[src/include/cvp_pkg.sv]
package cvp_pkg;

    // ------------------------------------------------------------------
    // register map
    // ------------------------------------------------------------------
    localparam logic [7:0] ADDR_CTRL = 8'h29;
    localparam logic [7:0] ADDR_SAT  = 8'h2A;
    localparam logic [7:0] ADDR_CON  = 8'h2B;
    localparam logic [7:0] ADDR_BRI  = 8'h2C;
    localparam logic [7:0] ADDR_STAT = 8'h2D;

    localparam int CTRL_HP_BIT  = 0;
    localparam int CTRL_BYP_BIT = 1;

    localparam logic [7:0] CTRL_RST = 8'h00;
    localparam logic [7:0] SAT_RST  = 8'h80;
    localparam logic [7:0] CON_RST  = 8'h80;
    localparam logic [7:0] BRI_RST  = 8'h80;

    // ------------------------------------------------------------------
    // arithmetic constants, coefficients scaled by 1024
    // ------------------------------------------------------------------
    localparam logic [10:0] KY_R  = 11'h132;
    localparam logic [10:0] KY_G  = 11'h259;
    localparam logic [10:0] KY_B  = 11'h075;
    localparam logic [10:0] K_CB  = 11'h24F;
    localparam logic [10:0] K_CR  = 11'h2EB;
    localparam int          K_SHIFT  = 10;
    localparam logic [8:0]  C_MID9   = 9'h100;
    localparam logic [8:0]  HP_MAX   = 9'h1FF;
    localparam int          HP_SHIFT = 4;
    localparam logic [7:0]  BCS_MID  = 8'h80;
    localparam int          BCS_SHIFT = 7;
    localparam logic [7:0]  OUT_MIN  = 8'h01;
    localparam logic [7:0]  OUT_MAX  = 8'hFE;
    localparam logic [2:0]  FILL_LEN = 3'h6;

    typedef struct packed {
        logic [7:0] y;
        logic [7:0] c;
        logic       phase;
    } cvp_word_s;

endpackage

[src/include/cvp_stream_if.sv]
interface cvp_stream_if;
    cvp_pkg::cvp_word_s data;
    logic               valid;
    logic               ready;

    modport source (output data, output valid, input ready);
    modport sink   (input data, input valid, output ready);
endinterface

[src/cvp_buf2.sv]
module cvp_buf2 (
    input  wire logic       ref_clk,  // pixel clock
    input  wire logic       reset_n,  // synchronous reset
    input  wire logic       ce,       // clock enable
    cvp_stream_if.sink      fill_s,   // words from the pipeline
    cvp_stream_if.source    drain_s,  // words to the receiver
    output logic [1:0]      count     // words held
);
    cvp_pkg::cvp_word_s mem_reg [2];
    cvp_pkg::cvp_word_s mem_next [2];
    logic [1:0]         cnt_reg;
    logic [1:0]         cnt_next;
    logic               vld_reg;
    logic               vld_next;
    logic               rdy_reg;
    logic               rdy_next;
    logic               push;
    logic               pop;

    // ------------------------------------------------------------------
    // two-entry queue, head always in slot 0
    // ------------------------------------------------------------------
    always_comb begin
        push        = fill_s.valid && rdy_reg;
        pop         = vld_reg && drain_s.ready;
        mem_next[0] = mem_reg[0];
        mem_next[1] = mem_reg[1];
        cnt_next    = cnt_reg;
        case ({push, pop})
            2'b10: begin
                if (cnt_reg == 2'h0) begin
                    mem_next[0] = fill_s.data;
                end else begin
                    mem_next[1] = fill_s.data;
                end
                cnt_next = cnt_reg + 2'h1;
            end
            2'b01: begin
                mem_next[0] = mem_reg[1];
                cnt_next    = cnt_reg - 2'h1;
            end
            2'b11: begin
                if (cnt_reg == 2'h1) begin
                    mem_next[0] = fill_s.data;
                end else begin
                    mem_next[0] = mem_reg[1];
                    mem_next[1] = fill_s.data;
                end
            end
            default: begin
                cnt_next = cnt_reg;
            end
        endcase
        vld_next = cnt_next != 2'h0;
        // ready drops when both slots hold words, stalling the pipeline
        rdy_next = cnt_next != 2'h2;
    end

    always_ff @(posedge ref_clk) begin
        if (!reset_n) begin
            mem_reg[0] <= '0;
            mem_reg[1] <= '0;
            cnt_reg    <= 2'h0;
            vld_reg    <= 1'b0;
            rdy_reg    <= 1'b1;
        end else if (ce) begin
            mem_reg[0] <= mem_next[0];
            mem_reg[1] <= mem_next[1];
            cnt_reg    <= cnt_next;
            vld_reg    <= vld_next;
            rdy_reg    <= rdy_next;
        end
    end

    assign fill_s.ready  = rdy_reg;
    assign drain_s.valid = vld_reg;
    assign drain_s.data  = mem_reg[0];
    assign count         = cnt_reg;
endmodule

[src/cvp_top.sv]
// Function
// - matrix takes 9-bit red, green, blue, gives 9-bit luma and differences
// - luma .299R+.587G+.114B; Cb .5772(B-Y); Cr .7296(R-Y)
// - matrix overall gain is exactly one
// - component inputs bypass the matrix through an equal delay
// - both colour differences are low-pass filtered before downsampling
// - red difference is delayed one clock before the multiplexer
// - phase 0 marks first clock of slot carrying blue difference
// - multiplexed output registered, multiplexer switches on opposite phase
// - luma high-pass gives about 2 dB boost at 6.75 MHz
// - luma high-pass has unity DC gain and clips to 0..511
// - luma high-pass switched by one control bit at address 29h
// - saturation setting of 8 bits scales the colour differences
// - 8-bit contrast gain and brightness offset act on luma
// - adjusted outputs are limited to 1..254
module cvp_top (
    input  wire logic       ref_clk,    // line-locked pixel clock
    input  wire logic       reset_n,    // synchronous reset
    input  wire logic       ce,         // clock enable, freezes state
    input  wire logic [7:0] reg_addr,   // register address
    input  wire logic [7:0] reg_wdata,  // register write data
    input  wire logic       reg_wr,     // write strobe
    input  wire logic       reg_rd,     // read strobe
    output logic      [7:0] reg_rdata,  // read data, cycle after strobe
    input  wire logic [8:0] in_r,       // red, or Cr in component mode
    input  wire logic [8:0] in_g,       // green, or Y in component mode
    input  wire logic [8:0] in_b,       // blue, or Cb in component mode
    input  wire logic       in_valid,   // input sample present
    output logic            in_ready,   // sample taken when both high
    output logic      [7:0] out_y,      // adjusted luma
    output logic      [7:0] out_c,      // multiplexed colour difference
    output logic            out_phase,  // 0 = Cb, first clock of slot
    output logic            out_valid,  // output word present
    input  wire logic       out_ready   // receiver accepts word
);
    typedef struct packed {
        logic [8:0] y_a;
        logic [8:0] b_a;
        logic [8:0] r_a;
        logic       byp_a;
        logic [8:0] y_m;
        logic [8:0] cb_m;
        logic [8:0] cr_m;
        logic [8:0] y_h1;
        logic [8:0] y_h2;
        logic [8:0] cb_h1;
        logic [8:0] cb_h2;
        logic [8:0] cr_h1;
        logic [8:0] cr_h2;
        logic [8:0] cb_l;
        logic [8:0] cr_l;
        logic [8:0] hp;
        logic [8:0] y_pl;
        logic [8:0] cr_d;
        logic [8:0] c_mux;
        logic [8:0] y_fmt;
        logic       mux_ph;
        logic       ph_q;
        logic [7:0] y_o;
        logic [7:0] c_o;
        logic       ph_o;
        logic [2:0] fill;
    } cvp_pipe_s;

    function automatic logic [8:0] cvp_clip9(input logic signed [21:0] v);
        if (v < 22'sd0) begin
            return 9'h000;
        end else if (v > $signed({13'h0000, cvp_pkg::HP_MAX})) begin
            return cvp_pkg::HP_MAX;
        end else begin
            return v[8:0];
        end
    endfunction

    function automatic logic [7:0] cvp_clip8(input logic signed [18:0] v);
        if (v < $signed({11'h000, cvp_pkg::OUT_MIN})) begin
            return cvp_pkg::OUT_MIN;
        end else if (v > $signed({11'h000, cvp_pkg::OUT_MAX})) begin
            return cvp_pkg::OUT_MAX;
        end else begin
            return v[7:0];
        end
    endfunction

    logic [7:0]         ctrl_reg;
    logic [7:0]         ctrl_next;
    logic [7:0]         sat_reg;
    logic [7:0]         sat_next;
    logic [7:0]         con_reg;
    logic [7:0]         con_next;
    logic [7:0]         bri_reg;
    logic [7:0]         bri_next;
    logic [7:0]         rdata_reg;
    logic [7:0]         rdata_next;
    cvp_pipe_s          pipe_reg;
    cvp_pipe_s          pipe_next;
    logic               adv;
    logic               fill_done;
    logic [1:0]         buf_cnt;
    logic               luma_highpass_ctrl;
    logic [19:0]        ysum;
    logic signed [21:0] db;
    logic signed [21:0] dr;
    logic signed [21:0] pb;
    logic signed [21:0] pr;
    logic signed [21:0] hpt;
    logic [10:0]        cb_sum;
    logic [10:0]        cr_sum;
    logic [15:0]        ym;
    logic signed [18:0] yv;
    logic signed [18:0] cd;
    logic signed [18:0] cp;

    cvp_stream_if in_s ();
    cvp_stream_if out_s ();

    // ------------------------------------------------------------------
    // register port
    // ------------------------------------------------------------------
    assign luma_highpass_ctrl = ctrl_reg[cvp_pkg::CTRL_HP_BIT];
    assign fill_done          = pipe_reg.fill == cvp_pkg::FILL_LEN;

    always_comb begin
        ctrl_next  = ctrl_reg;
        sat_next   = sat_reg;
        con_next   = con_reg;
        bri_next   = bri_reg;
        rdata_next = 8'h00;
        if (reg_wr) begin
            case (reg_addr)
                cvp_pkg::ADDR_CTRL: ctrl_next = reg_wdata;
                cvp_pkg::ADDR_SAT:  sat_next  = reg_wdata;
                cvp_pkg::ADDR_CON:  con_next  = reg_wdata;
                cvp_pkg::ADDR_BRI:  bri_next  = reg_wdata;
                default:            ctrl_next = ctrl_reg;
            endcase
        end
        if (reg_rd) begin
            case (reg_addr)
                cvp_pkg::ADDR_CTRL: rdata_next = ctrl_reg;
                cvp_pkg::ADDR_SAT:  rdata_next = sat_reg;
                cvp_pkg::ADDR_CON:  rdata_next = con_reg;
                cvp_pkg::ADDR_BRI:  rdata_next = bri_reg;
                cvp_pkg::ADDR_STAT: rdata_next = {5'h00, fill_done, buf_cnt};
                default:            rdata_next = 8'h00;
            endcase
        end
    end

    always_ff @(posedge ref_clk) begin
        if (!reset_n) begin
            ctrl_reg  <= cvp_pkg::CTRL_RST;
            sat_reg   <= cvp_pkg::SAT_RST;
            con_reg   <= cvp_pkg::CON_RST;
            bri_reg   <= cvp_pkg::BRI_RST;
            rdata_reg <= 8'h00;
        end else if (ce) begin
            ctrl_reg  <= ctrl_next;
            sat_reg   <= sat_next;
            con_reg   <= con_next;
            bri_reg   <= bri_next;
            rdata_reg <= rdata_next;
        end
    end

    // ------------------------------------------------------------------
    // processing pipeline, moves only when a sample is taken
    // ------------------------------------------------------------------
    // stalling the whole pipe keeps the slot phase tied to sample count
    assign adv = ce && in_valid && in_s.ready;

    always_comb begin
        pipe_next = pipe_reg;
        // matrix stage one: luma, unity gain since coefficients sum to 1024
        ysum = {11'h000, in_r} * {9'h000, cvp_pkg::KY_R}
             + {11'h000, in_g} * {9'h000, cvp_pkg::KY_G}
             + {11'h000, in_b} * {9'h000, cvp_pkg::KY_B};
        pipe_next.byp_a = ctrl_reg[cvp_pkg::CTRL_BYP_BIT];
        if (ctrl_reg[cvp_pkg::CTRL_BYP_BIT]) begin
            pipe_next.y_a = in_g;
        end else begin
            pipe_next.y_a = ysum[cvp_pkg::K_SHIFT +: 9];
        end
        pipe_next.b_a = in_b;
        pipe_next.r_a = in_r;
        // matrix stage two: scaled differences, offset to mid code
        db = $signed({13'h0000, pipe_reg.b_a}) - $signed({13'h0000, pipe_reg.y_a});
        dr = $signed({13'h0000, pipe_reg.r_a}) - $signed({13'h0000, pipe_reg.y_a});
        pb = (db * $signed({11'h000, cvp_pkg::K_CB})) >>> cvp_pkg::K_SHIFT;
        pr = (dr * $signed({11'h000, cvp_pkg::K_CR})) >>> cvp_pkg::K_SHIFT;
        pipe_next.y_m = pipe_reg.y_a;
        if (pipe_reg.byp_a) begin
            pipe_next.cb_m = pipe_reg.b_a;
            pipe_next.cr_m = pipe_reg.r_a;
        end else begin
            pipe_next.cb_m = cvp_clip9(pb + $signed({13'h0000, cvp_pkg::C_MID9}));
            pipe_next.cr_m = cvp_clip9(pr + $signed({13'h0000, cvp_pkg::C_MID9}));
        end
        // downformatter: tap history shared by chroma low-pass and luma filter
        pipe_next.y_h1  = pipe_reg.y_m;
        pipe_next.y_h2  = pipe_reg.y_h1;
        pipe_next.cb_h1 = pipe_reg.cb_m;
        pipe_next.cb_h2 = pipe_reg.cb_h1;
        pipe_next.cr_h1 = pipe_reg.cr_m;
        pipe_next.cr_h2 = pipe_reg.cr_h1;
        cb_sum = {2'h0, pipe_reg.cb_m} + {1'h0, pipe_reg.cb_h1, 1'b0}
               + {2'h0, pipe_reg.cb_h2};
        cr_sum = {2'h0, pipe_reg.cr_m} + {1'h0, pipe_reg.cr_h1, 1'b0}
               + {2'h0, pipe_reg.cr_h2};
        pipe_next.cb_l = cb_sum[10:2];
        pipe_next.cr_l = cr_sum[10:2];
        // -1/16, 18/16, -1/16: unity at DC, 1.25 (about 2 dB) at 6.75 MHz
        hpt = $signed({12'h000, pipe_reg.y_h1, 1'b0})
            - $signed({13'h0000, pipe_reg.y_m})
            - $signed({13'h0000, pipe_reg.y_h2});
        pipe_next.hp = cvp_clip9($signed({13'h0000, pipe_reg.y_h1})
                     + (hpt >>> cvp_pkg::HP_SHIFT));
        pipe_next.y_pl = pipe_reg.y_h1;
        pipe_next.cr_d = pipe_reg.cr_l;
        // mux runs on the opposite phase of the registered output
        pipe_next.mux_ph = !pipe_reg.mux_ph;
        pipe_next.ph_q   = !pipe_reg.mux_ph;
        if (pipe_reg.mux_ph) begin
            pipe_next.c_mux = pipe_reg.cb_l;
        end else begin
            pipe_next.c_mux = pipe_reg.cr_d;
        end
        if (luma_highpass_ctrl) begin
            pipe_next.y_fmt = pipe_reg.hp;
        end else begin
            pipe_next.y_fmt = pipe_reg.y_pl;
        end
        // adjustment stage, wide signed arithmetic then limit
        ym = {8'h00, pipe_reg.y_fmt[8:1]} * {8'h00, con_reg};
        yv = $signed({10'h000, ym[cvp_pkg::BCS_SHIFT +: 9]})
           + $signed({11'h000, bri_reg})
           - $signed({11'h000, cvp_pkg::BCS_MID});
        cd = $signed({11'h000, pipe_reg.c_mux[8:1]})
           - $signed({11'h000, cvp_pkg::BCS_MID});
        cp = (cd * $signed({11'h000, sat_reg})) >>> cvp_pkg::BCS_SHIFT;
        pipe_next.y_o  = cvp_clip8(yv);
        pipe_next.c_o  = cvp_clip8(cp + $signed({11'h000, cvp_pkg::BCS_MID}));
        pipe_next.ph_o = pipe_reg.ph_q;
        if (!fill_done) begin
            pipe_next.fill = pipe_reg.fill + 3'h1;
        end
    end

    always_ff @(posedge ref_clk) begin
        if (!reset_n) begin
            pipe_reg <= '0;
        end else if (adv) begin
            pipe_reg <= pipe_next;
        end
    end

    // ------------------------------------------------------------------
    // output buffer and ports
    // ------------------------------------------------------------------
    assign in_s.data  = '{y: pipe_reg.y_o, c: pipe_reg.c_o, phase: pipe_reg.ph_o};
    assign in_s.valid = adv && fill_done;
    assign out_s.ready = out_ready;

    cvp_buf2 u_buf (
        .ref_clk (ref_clk),
        .reset_n (reset_n),
        .ce      (ce),
        .fill_s  (in_s),
        .drain_s (out_s),
        .count   (buf_cnt)
    );

    assign reg_rdata = rdata_reg;
    assign in_ready  = in_s.ready;
    assign out_y     = out_s.data.y;
    assign out_c     = out_s.data.c;
    assign out_phase = out_s.data.phase;
    assign out_valid = out_s.valid;
endmodule

[config.mk]
export PLATFORM = sky130hd
export DESIGN_NAME = cvp_top
export DESIGN_NICKNAME = d
export VERILOG_FILES = /design/src/include/cvp_pkg.sv /design/src/include/cvp_stream_if.sv /design/src/cvp_buf2.sv /design/src/cvp_top.sv
export SDC_FILE = /design/constraint.sdc
export NUM_CORES = 1
export LEC_CHECK = 0
export BUFFER_PORTS_ARGS = -buffer_cell sky130_fd_sc_hd__buf_2
export CAP_MARGIN = 0
export CORE_UTILIZATION = 40
export DETAILED_ROUTE_END_ITERATION = 10
export GPL_ROUTABILITY_DRIVEN = 0
export PLACE_DENSITY = 0.57
export SETUP_SLACK_MARGIN = 0.3
export SYNTH_ARGS = -nofsm -noshare
export SYNTH_HDL_FRONTEND = slang
export SYNTH_SLANG_ARGS = --single-unit
[constraint.sdc]
create_clock -name ref_clk -period 7.85 [get_ports ref_clk]
set_clock_uncertainty 0.1 [all_clocks]
set_input_delay 1.1775 -clock ref_clk [delete_from_list [all_inputs] [get_ports ref_clk]]
set_output_delay 1.1775 -clock ref_clk [all_outputs]
set_load 0.1 [all_outputs]
==> flow_summary.json <==
{
  "grtUsageMet2": 0.322,
  "async_reset_ff_frac": 0,
  "period_minus_slack_ns": 7.23,
  "grt_max_degree": 127,
  "end_kind": "register",
  "drive_above_1_share": 0.0946,
  "cts_sinks": 256,
  "drt-wirelength-per-cell_um": 15.6,
  "final_cells": 3816,
  "die_h_um": 256,
  "utilization": 0.451,
  "fillCellCount": 6196,
  "drtIter0Drc": 909,
  "clock_path_buffers": 3,
  "clock_latency_ns": 0.58,
  "synth_cell_type_count": 86,
  "ant_nets": 0,
  "ioPinCount": 77,
  "final_cell_mix": "445 x inv_1, 388 x ha_1, 385 x nand2_1",
  "finalHoldViolCount": 0,
  "critPathMostFrequentCell": "inv_2",
  "synth_edf_count": 34,
  "dp.cells": 3748,
  "worst_pin_slew_ns": 1.34,
  "core_mm2": 0.0635,
  "grt_pass1_vias": 19900,
  "synthCells": 2919,
  "dpl.hpwl_mm": 47.0,
  "nets": 3642,
  "cts_root_buf": "clkbuf_16",
  "largest_register_ffs": 89,
  "antenna_found_initial": 0,
  "critPathMaxStageDelay_ns": 0.52,
  "met3_usage": 0.0183,
  "syn_area_mm2": 0.0259,
  "antennaDiodeCount": 0,
  "maxCapViolCount": 0,
  "synthFlopType": "dfxtp_1",
  "relSlewSlack": 0.107,
  "busiest_layer": "met2",
  "final_common_cell": "inv_1",
  "finalMaxSlewViolations": 0,
  "fin_crit_sh": 0.921,
  "worstPathRequired_ns": 8.20,
  "routed-via-count": 19400,
  "fmax_mhz": 138,
  "ys_warn_count": 0,
  "drc_errors": 0,
  "row_count": 92,
  "path_max_fanout": 7,
  "start_kind": "register",
  "reg2reg_slack_ns": 0.62,
  "start_util": 0.408,
  "tns_ns": 0,
  "h-tree-depth": 1,
  "clk_pin_slew_worst_paths_ns": 0.06,
  "die_w_um": 256,
  "ys_ff_latch": 256,
  "rsz0062_at_grt": "no",
  "synthesis.nets": 3612,
  "overflow": 0,
  "setup_violations": 0,
  "worstPathArrival_ns": 7.58,
  "status": "complete, no violations",
  "hp-class": "register to register",
  "cts_tree": "done",
  "worst_path_max_delay_cell": "fa_1",
  "cts_buffers": 29,
  "use_met1": 0.236,
  "dr.pass1.iters": 5,
  "cts-hold-fix-buffers": 0,
  "path_class": "register to register",
  "routed_wl_mm": 59.4,
  "io_buffers": 76,
  "vias_per_cell": 5.08,
  "grt_use_total": 0.182,
  "area_delta_synth_final_pct": 10.7,
  "die_area_mm2": 0.0658,
  "yosysSeqAreaShare": 0.211,
  "syn_avg_cell_area_um2": 8.87,
  "grt_pass1_wl_mm": 99.5
}
-- final cells by class --
class / count / area, um2 / area share
Clock inverter: 9 / 145 / 0.00506
Clock buffer: 43 / 850 / 0.0296
Sequential cell: 256 / 5480 / 0.191
Timing Repair Buffer: 113 / 678 / 0.0237
Tap cell: 846 / 1060 / 0.0369
Multi-Input combinational cell: 2093 / 18700 / 0.654
Inverter: 456 / 1710 / 0.0598
-- worst max-delay path: cells and delay by family (launching register included) --
family          cells  cell delay, ns
xor+xnor            2            0.54
flops               1            0.38
fa+ha+maj           9            3.00
buf+inv             8            0.60
simple gates        7            0.93
compound gates     12            1.53
-- Yosys cell counts (12+ instances only) --
cell	n	share of area
inv_1	456	0.066
ha_1	405	0.20
nand2_1	386	0.056
fa_1	238	0.18
dfxtp_1	222	0.17
a21oi_1	205	0.040
nor2_1	127	0.018
clkbuf_1	89	0.013
xnor2_1	85	0.029
o21ai_0	70	0.014
and2_1	69	0.017
mux2i_1	43	0.017
nor2b_1	43	0.010
edfxtp_1	34	0.039
xor2_1	32	0.011
and3_1	28	0.0068
nor3_1	28	0.0054
a21o_1	24	0.0070
nand3_1	23	0.0044
o21ai_1	23	0.0044
a211oi_1	21	0.0061
a22o_1	21	0.0071
nand2b_1	21	0.0051
buf_4	17	0.0049
o211ai_1	17	0.0049
o21bai_1	14	0.0041
a21boi_0	12	0.0035
a31oi_1	12	0.0029
o21a_1	12	0.0035
-- per-stage QoR --
stage	hold slack (ns)	instance area, um2	setup WS, ns
final	0.340	28700	0.616
after global routing	0.365	28700	0.233
after CTS	0.340	28100	0.302
after detailed placement	0.331	27000	-0.164
after global placement	0.329	27000	0.103
after floorplan	0.315	25900	0.344
-- path summary, 6_finish.rpt --
check | from | end | cells after the start
max reg2reg | pipe_next[157] | pipe_next[94] | 38
min reg2reg | pipe_reg[60] | pipe_reg[60] | 2
max | pipe_next[157] | pipe_next[94] | 38
min | pipe_reg[60] | pipe_reg[60] | 2
-- layer usage --
| layer | wire length [um] | vias up |
|---|---|---|
| met5 | 0 | - |
| met4 | 1590 | 0 |
| met3 | 1670 | 91 |
| met2 | 28900 | 274 |
| met1 | 27200 | 9372 |
| li1 | - | 9661 |
-- cells by family after synthesis --
family / after synthesis / synth area share
AND/OR/NAND/NOR: 776 / 0.139
adder cells (fa/ha/maj): 643 / 0.380
buffers and inverters: 570 / 0.0852
AO/OA/AOI/OAI: 511 / 0.128
flip-flops: 256 / 0.211
XOR/XNOR: 117 / 0.0396
multiplexers: 46 / 0.0180
-- timing repair --
action	CTS	global route
endpoints found under the setup margin	16	21
pin swaps	5	64
gates resized for setup	13	94
setup buffers	1	15
Power is not shown: default switching activity piles up to over one toggle a cycle in this logic, so the estimate is an artifact.
